===== src/inc/serial_audio_port_map.svh =====
// Register offsets, field positions, masks and reset values of the serial audio port control block.
// Assumes a 32-bit APB slave with a 12-bit byte address; every register but the 32-bit data ports sits in the low 16 bits of a word.
// What this block does
// - Interrupt when enabled bit meets set status
// - Transmit request goes to DMA or CPU
// - Receive request goes to DMA or CPU
// - One enable bit per event, 7:6 reserved
// - Transmit watermark sets request on empty stages
// - Receive watermark sets request on valid stages
// - Both FIFOs always have sixteen stages
// - Transmit usable area counts free words
// - Receive usable area counts stored words
// - Source bit picks peripheral or pin clock
// - Bypass bit uses master clock directly; from the peripheral clock the code only toggles, giving pclk/2
// - Prescaler divides by one to thirty-two
// - Output divider divides by 2 to 32, or 1
// - Total division is product, at most 1024
// - Slot fields place channels in slots 0-14
// - Left repeat resends left data in right slot
// - Reserved bits read zero
// - One DMA access clears transfer request
// - Error flags clear on writing one
`ifndef SERIAL_AUDIO_PORT_MAP_SVH
`define SERIAL_AUDIO_PORT_MAP_SVH

// Byte addresses on the bus
`define SAP_ADDR_IER 12'h000
`define SAP_ADDR_FCR 12'h004
`define SAP_ADDR_CSR 12'h008
`define SAP_ADDR_TSA 12'h00c
`define SAP_ADDR_STAT 12'h010
`define SAP_ADDR_TXD 12'h014
`define SAP_ADDR_RXD 12'h018

// Writable bits and reset values
`define SAP_IER_WMASK 16'hff3f
`define SAP_IER_EVT 16'h773f
`define SAP_CSR_WMASK 16'hdf07
`define SAP_TSA_WMASK 16'h8fcf
`define SAP_CSR_RST 16'hc000
`define SAP_CSR_DIV2 16'h8000
`define SAP_ERR_W 6

// Bit positions
`define SAP_B_TXDMA 15
`define SAP_B_RXDMA 11
`define SAP_B_TDREQ 12
`define SAP_B_RDREQ 8
`define SAP_B_TXRDY 14
`define SAP_B_TXEMP 13
`define SAP_B_RXRDY 10
`define SAP_B_RXFUL 9
`define SAP_B_MCSRC 15
`define SAP_B_MCDIR 14
`define SAP_B_CSR_RSV 13
`define SAP_B_LENA 15
`define SAP_B_RENA 7
`define SAP_B_LREPT 6
`define SAP_B_SAERR 5
`define SAP_B_FSERR 4
`define SAP_B_TFOVF 3
`define SAP_B_TFUDF 2
`define SAP_B_RFUDF 1
`define SAP_B_RFOVF 0

// Fields
`define SAP_F_TXWM 15:13
`define SAP_F_RXWM 7:5
`define SAP_F_PRES 12:8
`define SAP_F_ODIV 2:0
`define SAP_F_LSLT 11:8
`define SAP_F_RSLT 3:0
`define SAP_F_IER_RSV 7:6
`define SAP_F_ERR 5:0
`define SAP_F_LEFT 31:16
`define SAP_F_RIGHT 15:0

// FIFO depth and watermark levels
`define SAP_DEPTH 5'h10
`define SAP_LVL_1 5'h01
`define SAP_LVL_4 5'h04
`define SAP_LVL_8 5'h08
`define SAP_LVL_12 5'h0c
`define SAP_DIV_ONE 11'h001

`endif


===== src/inc/serial_audio_port_pkg.sv =====
// Types shared by the serial audio port control block.
// Assumes the map header supplies all numbers.
package serial_audio_port_pkg;
	typedef logic [15:0] reg16_t; // One 16-bit register
	typedef logic [4:0] level_t; // FIFO fill level, 0 to 16
	typedef logic [3:0] ptr_t; // FIFO stage pointer
	typedef logic [10:0] div_t; // Total baud division, 1 to 1024
	typedef enum {IDX_IER, IDX_FCR, IDX_CSR, IDX_TSA, IDX_STAT, IDX_TXD, IDX_RXD, IDX_NONE} reg_idx_t;
endpackage

===== src/hdl/serial_audio_port_control.sv =====
// Register control of a framed serial audio port: APB slave, events, DMA routing, FIFOs, baud divider.
// Assumes the framer drives tx_load, rx_store and frame_sync_err synchronous to pclk.
`timescale 1ns/1ps
`include "serial_audio_port_map.svh"
module serial_audio_port_control (
	input wire logic pclk,
	input wire logic presetn,
	input wire logic psel,
	input wire logic penable,
	input wire logic pwrite,
	input wire logic [11:0] paddr,
	input wire logic [31:0] pwdata,
	output logic [31:0] prdata,
	output logic pready,
	output logic pslverr,
	input wire logic external_master_clock_pin,
	output logic serial_clock,
	input wire logic tx_load,
	output logic [15:0] tx_left_half,
	output logic [15:0] tx_right_half,
	output logic tx_left_send,
	output logic tx_right_send,
	output logic [3:0] tx_left_slot_num,
	output logic [3:0] tx_right_slot_num,
	input wire logic rx_store,
	input wire logic [31:0] rx_word,
	input wire logic frame_sync_err,
	input wire logic tx_ctrl_ready,
	input wire logic rx_ctrl_ready,
	output logic port_irq,
	output logic tx_dma_req,
	output logic rx_dma_req
);

	// Address decode, used by read mux and write strobes
	function automatic serial_audio_port_pkg::reg_idx_t reg_index(input logic [11:0] a);
		case (a)
			`SAP_ADDR_IER: reg_index = serial_audio_port_pkg::IDX_IER;
			`SAP_ADDR_FCR: reg_index = serial_audio_port_pkg::IDX_FCR;
			`SAP_ADDR_CSR: reg_index = serial_audio_port_pkg::IDX_CSR;
			`SAP_ADDR_TSA: reg_index = serial_audio_port_pkg::IDX_TSA;
			`SAP_ADDR_STAT: reg_index = serial_audio_port_pkg::IDX_STAT;
			`SAP_ADDR_TXD: reg_index = serial_audio_port_pkg::IDX_TXD;
			`SAP_ADDR_RXD: reg_index = serial_audio_port_pkg::IDX_RXD;
			default: reg_index = serial_audio_port_pkg::IDX_NONE;
		endcase
	endfunction

	// Empty stages needed for a transmit request; prohibited codes act as 000
	function automatic serial_audio_port_pkg::level_t tx_level(input logic [2:0] c);
		case (c)
			3'h4: tx_level = `SAP_LVL_12;
			3'h5: tx_level = `SAP_LVL_8;
			3'h6: tx_level = `SAP_LVL_4;
			3'h7: tx_level = `SAP_LVL_1;
			default: tx_level = `SAP_DEPTH;
		endcase
	endfunction

	// Valid stages needed for a receive request; prohibited codes act as 000
	function automatic serial_audio_port_pkg::level_t rx_level(input logic [2:0] c);
		case (c)
			3'h4: rx_level = `SAP_LVL_4;
			3'h5: rx_level = `SAP_LVL_8;
			3'h6: rx_level = `SAP_LVL_12;
			3'h7: rx_level = `SAP_DEPTH;
			default: rx_level = `SAP_LVL_1;
		endcase
	endfunction

	// Prescaler ratio times output ratio; prohibited divider codes act as 000
	function automatic serial_audio_port_pkg::div_t div_total(input logic [4:0] ps, input logic [2:0] dv);
		serial_audio_port_pkg::div_t base;
		base = serial_audio_port_pkg::div_t'({6'h00, ps}) + `SAP_DIV_ONE;
		case (dv)
			3'h1: div_total = base << 2;
			3'h2: div_total = base << 3;
			3'h3: div_total = base << 4;
			3'h4: div_total = base << 5;
			3'h7: div_total = base;
			default: div_total = base << 1;
		endcase
	endfunction

	serial_audio_port_pkg::reg16_t ier_r; // Enables and DMA selects
	serial_audio_port_pkg::reg16_t csr_r; // Clock select
	serial_audio_port_pkg::reg16_t tsa_r; // Transmit slot assign
	logic [2:0] txwm_r; // Transmit watermark code
	logic [2:0] rxwm_r; // Receive watermark code
	logic [31:0] tx_mem [16]; // Transmit stages
	logic [31:0] rx_mem [16]; // Receive stages
	serial_audio_port_pkg::ptr_t tx_wp_r, tx_rp_r, rx_wp_r, rx_rp_r;
	serial_audio_port_pkg::level_t tx_cnt_r, rx_cnt_r; // Words held
	logic tdreq_r, rdreq_r; // Transfer request flags
	logic tdreq_nxt, rdreq_nxt;
	logic [`SAP_ERR_W-1:0] err_r; // Sticky error flags
	logic [`SAP_ERR_W-1:0] err_set, err_clr;
	logic [31:0] rd_nxt; // Read data for the current setup
	serial_audio_port_pkg::reg16_t stat; // Live status view
	serial_audio_port_pkg::reg16_t route; // Request bits sent to DMA instead of CPU
	serial_audio_port_pkg::reg_idx_t idx;
	logic setup, done, wr, rd;
	logic tx_full, tx_empty, rx_full, rx_empty;
	logic tx_push, tx_pop, rx_push, rx_pop;
	logic tx_push_req, rx_pop_req;
	logic sa_err;
	serial_audio_port_pkg::div_t div_sel; // Total division in use
	serial_audio_port_pkg::div_t bcnt_r; // Baud counter
	logic ext_d_r; // Previous pin level for edge detect
	logic mtick; // One master clock event
	logic direct; // Serial clock taken from the pin level itself, or toggled on each pclk

	// Bus phases: setup captures data, access completes one cycle later
	assign setup = psel & ~penable;
	assign done = psel & penable & pready;
	assign idx = reg_index(paddr);
	assign wr = done & pwrite;
	assign rd = done & ~pwrite;

	// FIFO levels and accepted moves
	assign tx_full = (tx_cnt_r == `SAP_DEPTH);
	assign tx_empty = (tx_cnt_r == 5'h00);
	assign rx_full = (rx_cnt_r == `SAP_DEPTH);
	assign rx_empty = (rx_cnt_r == 5'h00);
	assign tx_push_req = wr & (idx == serial_audio_port_pkg::IDX_TXD);
	assign rx_pop_req = rd & (idx == serial_audio_port_pkg::IDX_RXD);
	assign tx_push = tx_push_req & ~tx_full;
	assign tx_pop = tx_load & ~tx_empty;
	assign rx_push = rx_store & ~rx_full;
	assign rx_pop = rx_pop_req & ~rx_empty;

	// Overlapping left and right slots is a slot assign error
	assign sa_err = tsa_r[`SAP_B_LENA] & tsa_r[`SAP_B_RENA] & (tsa_r[`SAP_F_LSLT] == tsa_r[`SAP_F_RSLT]);

	// Error causes and write-one clears
	always_comb begin
		err_set = '0;
		err_set[`SAP_B_SAERR] = sa_err;
		err_set[`SAP_B_FSERR] = frame_sync_err;
		err_set[`SAP_B_TFOVF] = tx_push_req & tx_full;
		err_set[`SAP_B_TFUDF] = tx_load & tx_empty;
		err_set[`SAP_B_RFUDF] = rx_pop_req & rx_empty;
		err_set[`SAP_B_RFOVF] = rx_store & rx_full;
		err_clr = '0;
		if (wr && idx == serial_audio_port_pkg::IDX_STAT) begin
			err_clr = pwdata[`SAP_F_ERR];
		end
	end

	// Sticky errors; a new event wins over a clear in the same cycle
	genvar gi;
	generate
		for (gi = 0; gi < `SAP_ERR_W; gi++) begin : g_err
			always_ff @(posedge pclk or negedge presetn) begin
				if (!presetn) begin
					err_r[gi] <= 1'b0;
				end else begin
					err_r[gi] <= err_set[gi] | (err_r[gi] & ~err_clr[gi]);
				end
			end
		end
	endgenerate

	// Status view; reserved bits stay zero
	always_comb begin
		stat = '0;
		stat[`SAP_B_TXRDY] = tx_ctrl_ready;
		stat[`SAP_B_TXEMP] = tx_empty;
		stat[`SAP_B_TDREQ] = tdreq_r;
		stat[`SAP_B_RXRDY] = rx_ctrl_ready;
		stat[`SAP_B_RXFUL] = rx_full;
		stat[`SAP_B_RDREQ] = rdreq_r;
		stat[`SAP_F_ERR] = err_r;
		route = '0;
		route[`SAP_B_TDREQ] = ier_r[`SAP_B_TXDMA];
		route[`SAP_B_RDREQ] = ier_r[`SAP_B_RXDMA];
	end

	// Request flags follow the watermark; one DMA data access drops them for a cycle
	always_comb begin
		tdreq_nxt = ((`SAP_DEPTH - tx_cnt_r) >= tx_level(txwm_r)) & ~(tx_push_req & ier_r[`SAP_B_TXDMA]);
		rdreq_nxt = (rx_cnt_r >= rx_level(rxwm_r)) & ~(rx_pop_req & ier_r[`SAP_B_RXDMA]);
	end

	// Request flags and routed outputs
	always_ff @(posedge pclk or negedge presetn) begin
		if (!presetn) begin
			tdreq_r <= 1'b0;
			rdreq_r <= 1'b0;
			tx_dma_req <= 1'b0;
			rx_dma_req <= 1'b0;
			port_irq <= 1'b0;
		end else begin
			tdreq_r <= tdreq_nxt;
			rdreq_r <= rdreq_nxt;
			tx_dma_req <= tdreq_nxt & ier_r[`SAP_B_TXDMA];
			rx_dma_req <= rdreq_nxt & ier_r[`SAP_B_RXDMA];
			port_irq <= |(ier_r & `SAP_IER_EVT & stat & ~route);
		end
	end

	// Control registers; only documented bits are stored
	always_ff @(posedge pclk or negedge presetn) begin
		if (!presetn) begin
			ier_r <= '0;
			csr_r <= `SAP_CSR_RST;
			tsa_r <= '0;
			txwm_r <= '0;
			rxwm_r <= '0;
		end else if (wr) begin
			case (idx)
				serial_audio_port_pkg::IDX_IER: ier_r <= pwdata[15:0] & `SAP_IER_WMASK;
				serial_audio_port_pkg::IDX_CSR: csr_r <= pwdata[15:0] & `SAP_CSR_WMASK;
				serial_audio_port_pkg::IDX_TSA: tsa_r <= pwdata[15:0] & `SAP_TSA_WMASK;
				serial_audio_port_pkg::IDX_FCR: begin
					txwm_r <= pwdata[`SAP_F_TXWM];
					rxwm_r <= pwdata[`SAP_F_RXWM];
				end
				default: ;
			endcase
		end
	end

	// Read mux; usable areas are computed from the live levels
	always_comb begin
		rd_nxt = '0;
		case (idx)
			serial_audio_port_pkg::IDX_IER: rd_nxt[15:0] = ier_r;
			serial_audio_port_pkg::IDX_FCR: rd_nxt[15:0] = {txwm_r, `SAP_DEPTH - tx_cnt_r, rxwm_r, rx_cnt_r};
			serial_audio_port_pkg::IDX_CSR: rd_nxt[15:0] = csr_r;
			serial_audio_port_pkg::IDX_TSA: rd_nxt[15:0] = tsa_r;
			serial_audio_port_pkg::IDX_STAT: rd_nxt[15:0] = stat;
			serial_audio_port_pkg::IDX_RXD: rd_nxt = rx_mem[rx_rp_r];
			default: rd_nxt = '0; // Write-only data port and holes read zero
		endcase
	end

	// APB answer: registered, so every access has exactly one access cycle
	always_ff @(posedge pclk or negedge presetn) begin
		if (!presetn) begin
			prdata <= '0;
			pready <= 1'b0;
			pslverr <= 1'b0;
		end else begin
			pready <= setup;
			if (setup) begin
				prdata <= rd_nxt;
				pslverr <= (idx == serial_audio_port_pkg::IDX_NONE);
			end
		end
	end

	// Transmit and receive stages; a write or store when full is dropped
	always_ff @(posedge pclk) begin
		if (tx_push) begin
			tx_mem[tx_wp_r] <= pwdata;
		end
		if (rx_push) begin
			rx_mem[rx_wp_r] <= rx_word;
		end
	end

	// Pointers and levels of both FIFOs
	always_ff @(posedge pclk or negedge presetn) begin
		if (!presetn) begin
			tx_wp_r <= '0;
			tx_rp_r <= '0;
			rx_wp_r <= '0;
			rx_rp_r <= '0;
			tx_cnt_r <= '0;
			rx_cnt_r <= '0;
		end else begin
			tx_wp_r <= tx_wp_r + serial_audio_port_pkg::ptr_t'(tx_push);
			tx_rp_r <= tx_rp_r + serial_audio_port_pkg::ptr_t'(tx_pop);
			rx_wp_r <= rx_wp_r + serial_audio_port_pkg::ptr_t'(rx_push);
			rx_rp_r <= rx_rp_r + serial_audio_port_pkg::ptr_t'(rx_pop);
			tx_cnt_r <= tx_cnt_r + serial_audio_port_pkg::level_t'(tx_push) - serial_audio_port_pkg::level_t'(tx_pop);
			rx_cnt_r <= rx_cnt_r + serial_audio_port_pkg::level_t'(rx_push) - serial_audio_port_pkg::level_t'(rx_pop);
		end
	end

	// Channel data to the framer; on underflow the old word is kept and resent
	always_ff @(posedge pclk or negedge presetn) begin
		if (!presetn) begin
			tx_left_half <= '0;
			tx_right_half <= '0;
		end else if (tx_pop) begin
			tx_left_half <= tx_mem[tx_rp_r][`SAP_F_LEFT];
			if (tsa_r[`SAP_B_LREPT] && tsa_r[`SAP_B_RENA]) begin
				tx_right_half <= tx_mem[tx_rp_r][`SAP_F_LEFT];
			end else begin
				tx_right_half <= tx_mem[tx_rp_r][`SAP_F_RIGHT];
			end
		end
	end

	// Slot placement and channel gating; a slot error silences both channels
	always_ff @(posedge pclk or negedge presetn) begin
		if (!presetn) begin
			tx_left_send <= 1'b0;
			tx_right_send <= 1'b0;
			tx_left_slot_num <= '0;
			tx_right_slot_num <= '0;
		end else begin
			tx_left_send <= tsa_r[`SAP_B_LENA] & ~err_r[`SAP_B_SAERR];
			tx_right_send <= tsa_r[`SAP_B_RENA] & ~err_r[`SAP_B_SAERR];
			tx_left_slot_num <= tsa_r[`SAP_F_LSLT];
			tx_right_slot_num <= tsa_r[`SAP_F_RSLT];
		end
	end

	// Master clock events: every pclk, or each rising edge of the pin
	assign mtick = csr_r[`SAP_B_MCSRC] | (external_master_clock_pin & ~ext_d_r);
	assign div_sel = div_total(csr_r[`SAP_F_PRES], csr_r[`SAP_F_ODIV]);
	assign direct = csr_r[`SAP_B_MCDIR] | (div_sel == `SAP_DIV_ONE);

	// Baud counter; high for the first half of each period.
	// Limitation: a direct clock from pclk can only toggle, giving pclk/2.
	always_ff @(posedge pclk or negedge presetn) begin
		if (!presetn) begin
			ext_d_r <= 1'b0;
			bcnt_r <= '0;
			serial_clock <= 1'b0;
		end else begin
			ext_d_r <= external_master_clock_pin;
			if (direct) begin
				bcnt_r <= '0;
				if (csr_r[`SAP_B_MCSRC]) begin
					serial_clock <= ~serial_clock;
				end else begin
					serial_clock <= external_master_clock_pin;
				end
			end else if (mtick) begin
				if (bcnt_r >= div_sel - `SAP_DIV_ONE) begin
					bcnt_r <= '0;
					serial_clock <= 1'b1;
				end else begin
					bcnt_r <= bcnt_r + `SAP_DIV_ONE;
					if (bcnt_r + `SAP_DIV_ONE == (div_sel >> 1)) begin
						serial_clock <= 1'b0;
					end
				end
			end
		end
	end
endmodule // serial_audio_port_control


===== config.mk =====
export PLATFORM = sky130hd
export DESIGN_NAME = serial_audio_port_control
export DESIGN_NICKNAME = d
export VERILOG_FILES = /design/src/inc/serial_audio_port_pkg.sv /design/src/hdl/serial_audio_port_control.sv
export VERILOG_INCLUDE_DIRS = /design/src /design/src/inc
export SDC_FILE = /design/constraint.sdc
export NUM_CORES = 1
export LEC_CHECK = 0
export BUFFER_PORTS_ARGS = -buffer_cell sky130_fd_sc_hd__buf_2
export CORE_MARGIN = 4
export CORE_UTILIZATION = 50
export DETAILED_ROUTE_END_ITERATION = 10
export GPL_ROUTABILITY_DRIVEN = 0
export PLACE_DENSITY_LB_ADDON = 0.1
export SYNTH_ARGS = -nofsm -noshare
export SYNTH_HDL_FRONTEND = slang
export SYNTH_SLANG_ARGS = --single-unit

===== constraint.sdc =====
create_clock -name pclk -period 12.8 [get_ports pclk]
set_clock_uncertainty 0.2 [all_clocks]
set_input_delay 2.56 -clock pclk [delete_from_list [all_inputs] [get_ports pclk]]
set_output_delay 2.56 -clock pclk [all_outputs]
set_load 0.02 [all_outputs]

==> results of run 1 <==
report_power, final:
part           internal, mW  switching (mW)
sequential             4.49           0.180
clock                  1.94            1.46
combinational         0.708            1.24
total                  7.14            2.88
flip-flops by register name, summed over array words and instances, names as in the netlist, 6 cells and up:
signal and cells:
bcnt_r 11, err_r 6, tx_left_half 16, tx_right_half 16, tx_mem 512, tsa_r 11, rx_mem 512, ier_r 14
csr_r 10, prdata 32
layer usage:
metal | up-vias | wire length (um)
met4 | 4 | 3450
met5 | - | 27
met1 | 13500 | 47600
met2 | 837 | 58100
li1 | 11400 | -
met3 | 210 | 6770
worst reg2reg max path, stage by stage (launching register included):
cell and delay, ns:
dfrtp_1 0.86, nor3b_1 0.42, a221oi_1 0.10, o32ai_1 0.67
nor2b_1 0.25, and2_1 0.21, nand3_1 0.16, nor3_1 0.31
xnor2_1 0.17, ha_1 0.28, a21o_1 0.17, a21o_1 0.17
a21oi_1 0.12, o21ai_0 0.09, buf_4 0.19, nor2_1 0.47
nand3b_1 0.15, a21oi_1 0.19
final cells by class:
| cell class | instances | area [um^2] |
|---|---|---|
| clock inverter | 71 | 693 |
| timing repair buffer | 215 | 1230 |
| tap | 1265 | 1580 |
| multi-input combinational | 1379 | 12400 |
| fill | 7262 | 40800 |
| clock buffer | 154 | 3150 |
| inverter | 32 | 120 |
| sequential | 1191 | 34900 |
| antenna | 5 | 12.5 |
kinds of logic after synthesis:
logic type,synth area share (%)
flops,73.0
compound gates,6.40
mux,13.1
simple gates,3.78
buf+inv,1.48
xor+xnor,0.934
fa+ha+maj,1.31
cell usage after synthesis, types with 12 or more instances:
master / n
a21oi_1: 87
a22o_1: 15
nor2b_1: 12
mux2i_1: 187
buf_2: 27
nor3_1: 20
nand2b_1: 24
nand2_1: 146
ha_1: 47
clkbuf_1: 91
mux2_2: 91
nor2_1: 83
a221oi_1: 36
edfxtp_1: 1024
dfrtp_1: 165
a22oi_1: 49
o21ai_0: 157
o221ai_1: 43
inv_1: 32
xnor2_1: 34
a31oi_1: 17
nand3_1: 38
buf_1: 26
mux4_2: 149
xor2_1: 17
worst max path at each step:
stage | to | slack [ns] | cells past startpoint | start
after CTS | tx_mem[11][14] | 6.92 | 10 | paddr[9]
final | tx_mem[10][20] | 6.92 | 10 | paddr[9]
after detailed placement | tx_mem[11][17] | 6.16 | 10 | paddr[9]
after global placement | tx_mem[11][27] | 6.18 | 10 | paddr[9]
after floorplan | tx_mem[0][0] | 5.75 | 8 | paddr[9]
after global routing | tx_mem[10][20] | 6.60 | 10 | paddr[9]
==> flow_metrics.py, run 1 <==
metrics = {
    "yosys": {
        "netlist_area_mm2": 0.0478,
        "netlist_instances": 2747,
        "async_flop_share_pct": 14.0,
        "syn_avg_cell_area_um2": 17.4,
        "synth_nets": 2883,
        "yosysWarnings": 0,
        "synthFlopType": "edfxtp_1",
        "ys_types": 65,
        "ys_ff_latch": 1191,
        "synth-edff-count": 1024,
        "netlist.area_leader.share_pct": 64.3,
        "yosys-top-cells-area": "edfxtp_1 64%, dfrtp_1 8.6%, mux4_2 7.0%, mux2i_1 3.9%, mux2_2 2.1%",
        "ys_seq_area_share_pct": 73.0,
        "synth_top_cell_by_area": "edfxtp_1",
    },
    "cts": {
        "cts_root_buffer": "clkbuf_16",
        "postCtsHoldBufs": 0,
        "cts.sinks": 1191,
        "cts_setup_buffers": 0,
        "cts_buffers": 119,
        "cts.path.max_buffers": 3,
        "cts_tree": "done",
        "htree_levels": 3,
        "insertion_delay_ns": 0.71,
        "clkTransAtPathRegs_ns": 0.06,
        "cts_resized": 0,
    },
    "hold_path": {
        "hold_depth": 2,
        "hold_end": "tx_right_half[4]",
        "min_from": "tx_right_half[4]",
        "hold_path_class": "reg -> reg",
    },
    "setup_path": {
        "reg2regPathDepth": 17,
        "cp_cell_sequence": "buf_2, nor4_1, nand2_1, nor4_1, nand2b_1, nor3_1, nand2b_1, inv_1, nand3b_1, nor2_4",
        "cpPeakStageDelay_ns": 1.04,
        "rr_endpoint": "bcnt_r[10]",
        "rrSetupSlack_ns": 7.57,
        "path_class": "in -> reg",
        "cp-end-kind": "register",
        "worstPathMaxFanout": 32,
        "required_ns": 12.91,
        "critical-path-top-delay-family": "simple AND/OR/NAND/NOR gates",
        "cp.arrival_ns": 5.99,
        "cpMaxStageDelayCell": "nor2_4",
        "cp-start-kind": "primary input",
        "cp_num_buf_inv": 2,
        "r2r-start": "csr_r[2]",
    },
    "final_layout": {
        "layout_commonest_cell": "edfxtp_1",
        "nNetsFinal": 3074,
        "area_growth_pct": 13.3,
        "layout_common_cells": "1024 x edfxtp_1, 187 x mux2i_1, 165 x buf_2",
        "layoutNonFillerInstCount": 4312,
        "drive_above_1_share_pct": 22.0,
        "stdcell_area_mm2": 0.0542,
        "fin_util_pct": 57.0,
    },
    "detailed_routing": {
        "routed_wl_mm": 116,
        "initialDrtViolationCount": 2226,
        "first_pass_iters": 6,
        "post_drt_wl_per_cell_um": 26.9,
        "via_count": 25900,
        "viasPerCell": 6.01,
        "drc_errors": 0,
        "ant_nets": 0,
    },
    "floorplanning": {
        "fp.coreArea_mm2": 0.0950,
        "dieArea_mm2": 0.101,
        "io_pins": 167,
        "die_w_um": 317,
        "rows": 113,
        "die_h_um": 317,
        "start_util_pct": 50.3,
    },
    "pwr": {
        "p_leak_nw": 18.3,
        "finalPower_mw": 10.0,
        "ir_drop_uv": 138,
        "powerDensity_mw_per_mm2": 185,
    },
    "grt": {
        "busiest_layer": "met2",
        "grt_max_degree": 107,
        "met1_usage_pct": 31.3,
        "antenna_found_initial": 10,
        "grt_pass1_wl_mm": 170,
        "use_met2_pct": 38.5,
        "grt-ovfl-total": 0,
        "met3_usage_pct": 3.96,
        "grt_pass1_vias": 25900,
        "gr-usage-all-layers_pct": 23.0,
    },
    "timing": {
        "hold_viol": 0,
        "grt_setup_unrepaired": "no",
        "worst_slew_pin_slew_ns": 1.27,
        "holdWs_ns": 0.279,
        "timing.fmax_mhz": 170,
        "setup_viol": 0,
        "maxSlewViolCount": 0,
        "fin_tns_setup_ns": 0,
        "layout_min_cycle_time_ns": 5.88,
        "min_period_over_period_pct": 45.9,
        "worst_slew_margin_rel_pct": 14.6,
        "layout_setup_ws_ns": 6.92,
    },
    "place": {
        "portBuffers": 166,
        "dp_cells": 4082,
        "dp_slack_ns": 6.16,
        "placed_cell_area_mm2": 0.0503,
        "dp_hpwl_mm": 70.4,
    },
    "run_status": {
        "status": "completed",
    },
    "run": {
        "cap_viol_max_count": 0,
    },
}
Power figures use the tool's default switching activity.
==> run 2, diff against run 1 <==
==> constraint.sdc (replaced) <==
create_clock -name pclk -period 6 [get_ports pclk]
set_clock_uncertainty 0.2 [all_clocks]
set_input_delay 1.2 -clock pclk [delete_from_list [all_inputs] [get_ports pclk]]
set_output_delay 1.2 -clock pclk [all_outputs]
set_load 0.02 [all_outputs]
==> run 2 against run 1 <==
  * First-iteration DRC count up 16%
  * Register-to-register slack got worse by 6.6 ns
  * Global-route usage increased by 0.91 points
  * Sequential share of layout area decreased by 0.11 points
  * Utilization increased by 0.099 points
  * Count of clock-buffer cells in the layout rose by 5
  * Critical path depth is 7 higher
  * Cell area is 0.17% higher
  * Critical path type is now reg -> reg
  * Largest cell class unchanged
==> flow_metrics.py, run 2 (same netlist as run 1, synthesis figures left out) <==
metrics = {
    "detailed_routing": {
        "initialDrtViolationCount": 2577,
        "first_pass_iters": 8,
        "ant_nets": 0,
        "routed_wl_mm": 120,
        "post_drt_wl_per_cell_um": 27.7,
        "drc_errors": 0,
        "via_count": 26200,
        "viasPerCell": 6.07,
    },
    "timing": {
        "grt_setup_unrepaired": "no",
        "timing.fmax_mhz": 197,
        "layout_setup_ws_ns": 0.926,
        "holdWs_ns": 0.278,
        "worst_slew_pin_slew_ns": 1.17,
        "setup_viol": 0,
        "maxSlewViolCount": 0,
        "fin_tns_setup_ns": 0,
        "hold_viol": 0,
        "min_period_over_period_pct": 84.6,
        "worst_slew_margin_rel_pct": 21.7,
        "layout_min_cycle_time_ns": 5.07,
    },
    "final_layout": {
        "top_regs": "rx_mem (512), tx_mem (512), prdata (32)",
        "layout_common_cells": "1024 x edfxtp_1, 187 x mux2i_1, 165 x buf_2",
        "seq_area_mm2": 0.0349,
        "drive_above_1_share_pct": 22.5,
        "multi_input_area_mm2": 0.0124,
        "layoutNonFillerInstCount": 4322,
        "area_growth_pct": 13.5,
        "layout_commonest_cell": "edfxtp_1",
        "nNetsFinal": 3090,
        "fillers": 7304,
    },
    "pwr": {
        "p_switching_mw": 6.11,
        "power.internal_mw": 15.1,
        "switching_share_pct": 28.8,
        "p_leak_nw": 18.4,
        "p_comb_share_pct": 19.2,
        "powerDensity_mw_per_mm2": 391,
        "clkPwrFrac_pct": 33.6,
        "ir_drop_uv": 253,
        "power_frac_seq_pct": 47.3,
    },
    "cts": {
        "clkTransAtPathRegs_ns": 0.06,
        "htree_levels": 3,
        "cts_resized": 0,
        "cts_tree": "done",
        "cts.path.max_buffers": 3,
        "insertion_delay_ns": 0.71,
        "cts.sinks": 1191,
        "cts_buffers": 120,
        "postCtsHoldBufs": 0,
        "cts_root_buffer": "clkbuf_16",
        "cts_setup_buffers": 0,
    },
    "setup_path": {
        "required_ns": 6.42,
        "cp_cell_sequence": "nor3b_1, a221oi_1, o32ai_1, nor2b_1, and2_1, nand3_1, nor3_1, xnor2_1, ha_1, a21o_1, a21o_1, a21oi_1, o21ai_0, buf_4, nor2_1, nand3b_1, a21oi_1",
        "path_class": "reg -> reg",
        "cp.arrival_ns": 5.49,
        "reg2regPathDepth": 17,
        "cp-end-kind": "register",
        "cpMaxStageDelayCell": "dfrtp_1",
        "cp-start-kind": "register",
        "cpPeakStageDelay_ns": 0.79,
        "worstPathMaxFanout": 23,
    },
    "grt": {
        "grt_max_degree": 100,
        "met1_usage_pct": 33.2,
        "grt_pass1_wl_mm": 177,
        "grt_pass1_vias": 26800,
        "busiest_layer": "met2",
        "use_met2_pct": 40.3,
        "grt-ovfl-total": 0,
        "met3_usage_pct": 3.75,
        "gr-usage-all-layers_pct": 23.9,
        "antenna_found_initial": 8,
    },
    "floorplanning": {
        "io_pins": 167,
        "fp.coreArea_mm2": 0.0950,
        "rows": 113,
        "die_h_um": 317,
        "start_util_pct": 50.3,
        "die_w_um": 317,
        "dieArea_mm2": 0.101,
    },
    "run_status": {
        "status": "completed",
    },
    "place": {
        "dp_hpwl_mm": 72.0,
        "portBuffers": 166,
        "dp_slack_ns": 0.774,
        "dp_cells": 4097,
    },
    "hold_path": {
        "hold_path_class": "reg -> reg",
        "hold_depth": 0,
    },
    "run": {
        "cap_viol_max_count": 0,
    },
}
run 2: cell types whose count changed in the layout (fill, tap and decap cells not counted):
cell        delta
buf_4          +9
buf_12         +6
clkinv_2       +5
bufinv_16      -4
clkinv_1       -4
clkbuf_8       +3
diode_2        -3
inv_6          +3
clkbuf_16      +2
clkinv_8       -2
clkinvlp_4     -2
inv_16         -2
inv_4          -1
run 2: per-layer routing:
layer | vias to the layer above | share of wire, %
met5 | - | 0.028
met4 | 4 | 2.1
met3 | 168 | 6.1
met2 | 903 | 50
met1 | 13700 | 42
li1 | 11400 | -
run 2: layout make-up:
class	instances	area share (%)
multi-input cells	1379	22.9
flip-flops and latches	1191	64.4
clock buffers	159	5.97
clock inverters	64	0.950
diodes	2	0.00922
repair buffers	230	2.62
inverters	32	0.221
well taps	1265	2.92
run 2: final timing paths:
path	startpoint	slack [ns]	to
setup / recovery	csr_r[2]	0.93	bcnt_r[3]
hold / removal	tsa_r[2]	0.28	tx_right_slot_num[2]
min in group asynchronous	presetn	0.36	tx_left_half[8]
hold reg to reg	tsa_r[2]	0.28	tx_right_slot_num[2]
max in group asynchronous	presetn	4.14	txwm_r[0]
setup reg to reg	csr_r[2]	0.93	bcnt_r[3]
run 2: power by group through the flow:
stage	Clock [mW]	Combinational [mW]	Sequential [mW]
6_report	7.13	4.07	10.0
5_1_grt	7.61	4.38	10.1
4_1_cts	7.26	4.11	10.0
3_5_place_dp	0	4.09	10.2
3_3_place_gp	0	4.05	10.2
2_1_floorplan	0	2.58	10.1
run 2: worst max-delay path, delay by kind of cell (launching register included):
family	cells	cell delay [ns]
adders and majority gates	1	0.27
buffers and inverters	1	0.19
xor gates and xnor gates	1	0.15
and+or+nand+nor	7	1.87
AOI/OAI and AO/OA	7	1.51
DFF	1	0.79
run 2: per-stage QoR:
step	util [%]	area, um^2	total power, mW
final	57.1	54300	21.2
after global routing	57.1	54300	22.1
after global placement	53.2	50500	14.2
after CTS	57.1	54300	21.4
after detailed placement	53.2	50500	14.3
after floorplan	-	47800	12.6
==> run 3, diff against run 2 <==
==> constraint.sdc (replaced) <==
create_clock -name pclk -period 4.65 [get_ports pclk]
set_clock_uncertainty 0.2 [all_clocks]
set_input_delay 0.93 -clock pclk [delete_from_list [all_inputs] [get_ports pclk]]
set_output_delay 0.93 -clock pclk [all_outputs]
set_load 0.02 [all_outputs]
==> run 3 against run 2 <==
  * Wire length shrank 2.4%
  * Cell area grew 1.0%
  * Clock power grew 31%
  * Combinational power grew 30%
  * Flip-flop and latch count is the same
  * Register-to-register slack lost 0.55 ns
  * Count of clock-buffer cells in the layout shrank 4
  * Maximum frequency grew 19%
  * Global-route usage shrank 0.51 points
  * Largest cell class unchanged
  * Largest power group unchanged
==> flow_metrics.py, run 3 (same netlist as run 1, synthesis figures left out) <==
metrics = {
    "pwr": {
        "p_leak_nw": 18.6,
        "powerDensity_mw_per_mm2": 503,
        "ir_drop_uv": 340,
    },
    "detailed_routing": {
        "routed_wl_mm": 117,
        "post_drt_wl_per_cell_um": 26.8,
        "viasPerCell": 6.00,
        "first_pass_iters": 6,
        "drc_errors": 0,
        "ant_nets": 0,
        "via_count": 26200,
        "initialDrtViolationCount": 2458,
    },
    "timing": {
        "timing.fmax_mhz": 234,
        "worst_slew_margin_rel_pct": 24.6,
        "fin_tns_setup_ns": 0,
        "grt_setup_unrepaired": "no",
        "hold_viol": 0,
        "worst_slew_pin_slew_ns": 1.13,
        "min_period_over_period_pct": 92.0,
        "layout_min_cycle_time_ns": 4.28,
        "maxSlewViolCount": 0,
        "setup_viol": 0,
    },
    "floorplanning": {
        "io_pins": 167,
        "die_h_um": 317,
        "dieArea_mm2": 0.101,
        "rows": 113,
        "die_w_um": 317,
        "start_util_pct": 50.3,
        "fp.coreArea_mm2": 0.0950,
    },
    "cts": {
        "clkTransAtPathRegs_ns": 0.06,
        "cts.sinks": 1191,
        "insertion_delay_ns": 0.70,
        "cts_tree": "done",
        "htree_levels": 3,
        "cts_root_buffer": "clkbuf_16",
        "cts.path.max_buffers": 3,
        "cts_buffers": 118,
    },
    "final_layout": {
        "top_regs": "rx_mem (512), tx_mem (512), prdata (32)",
        "drive_above_1_share_pct": 24.1,
        "layout_commonest_cell": "edfxtp_1",
        "fillers": 7282,
        "nNetsFinal": 3122,
        "stdcell_area_mm2": 0.0548,
        "layout_common_cells": "1024 x edfxtp_1, 187 x mux2i_1, 165 x buf_2",
        "area_growth_pct": 14.7,
    },
    "grt": {
        "gr-usage-all-layers_pct": 23.4,
        "grt_pass1_wl_mm": 174,
        "antenna_found_initial": 7,
        "grt-ovfl-total": 0,
        "grt_max_degree": 85,
        "grt_pass1_vias": 26700,
    },
    "setup_path": {
        "required_ns": 5.04,
        "worstPathMaxFanout": 5,
        "cp-start-kind": "register",
        "cp-end-kind": "register",
        "cp.arrival_ns": 4.66,
        "path_class": "reg -> reg",
    },
    "place": {
        "dp_hpwl_mm": 71.3,
        "placed_cell_area_mm2": 0.0510,
        "portBuffers": 166,
    },
    "run_status": {
        "status": "completed",
    },
    "hold_path": {
        "hold_path_class": "in -> async",
    },
    "run": {
        "cap_viol_max_count": 0,
    },
}
-- run 3: changes by cell type in the layout (fill, tap and decap cells not counted), sizes merged --
cell,previous run,this run
diode,2,6
bufinv,6,8
buf,229,263
clkbuf,160,156
inv,36,35
clkinvlp,5,9
clkinv,49,48
-- run 3: power breakdown --
group	leakage [nW]	internal (mW)	switching, mW
logic	5.36	2.04	3.27
registers	11.4	12.3	0.606
clock network	1.87	5.35	3.99
total	18.6	19.7	7.87
-- run 3: path summary, 6_finish.rpt --
check | startpoint | to | slack [ns] | cells after the start
setup / recovery | csr_r[9] | bcnt_r[8] | 0.37 | 16
hold / removal | presetn | tx_rp_r[1] | 0.04 | 1
setup reg to reg | csr_r[9] | bcnt_r[8] | 0.37 | 16
hold reg to reg | prdata[21] | prdata[21] | 0.28 | 2
max in group asynchronous | presetn | prdata[23] | 3.25 | 2
min in group pclk | external_master_clock_pin | ext_d_r | 0.20 | 1
-- run 3: critical path, cell delays in order, from the launching register on --
cell and delay, ns:
dfrtp_1 0.43, ha_1 0.37, or2_2 0.29, a32oi_1 0.24
o221ai_2 0.17, nor2b_1 0.17, and2_1 0.20, nand3_1 0.14
nor3_1 0.28, xnor2_1 0.17, ha_1 0.27, a21o_1 0.16
a21o_1 0.17, a21oi_1 0.14, o21ai_1 0.14, or4_1 0.49
a21oi_1 0.16
-- run 3: area by class of cell --
type,count,area (um^2),area share [%]
flip-flops and latches,1191,35000,63.7
clock inverters,68,603,1.10
multi-input cells,1379,12500,22.8
well taps,1265,1580,2.89
diodes,6,15.0,0.0274
repair buffers,264,1840,3.35
inverters,32,120,0.219
clock buffers,155,3240,5.91
-- run 3: through the flow --
step | util (%) | setup WS (ns) | instances | power [mW] | hold slack, ns
floorplan | - | 0.0831 | 2747 | 16.3 | 0.207
global placement | 53.6 | 0.253 | 4131 | 18.4 | 0.255
detailed placement | 53.6 | 0.0821 | 4131 | 18.5 | 0.268
CTS | 57.7 | 0.0699 | 4354 | 27.9 | 0.0854
global route | 57.7 | 0.0252 | 4355 | 28.8 | 0.0903
finish | 57.7 | 0.374 | 4360 | 27.6 | 0.0448
-- run 3: metal layers --
metal,track usage [%],wire length [um]
met1,32.6,49400
met2,39.7,58800
met3,3.60,6630
met4,5.18,2050
met5,0,0
-- run 3: repair_timing --
action                     in CTS  in global routing
hold buffers                    0                  0
setup endpoints to repair       0                 12
setup buffers                   0                  0
resized for setup               0                  7
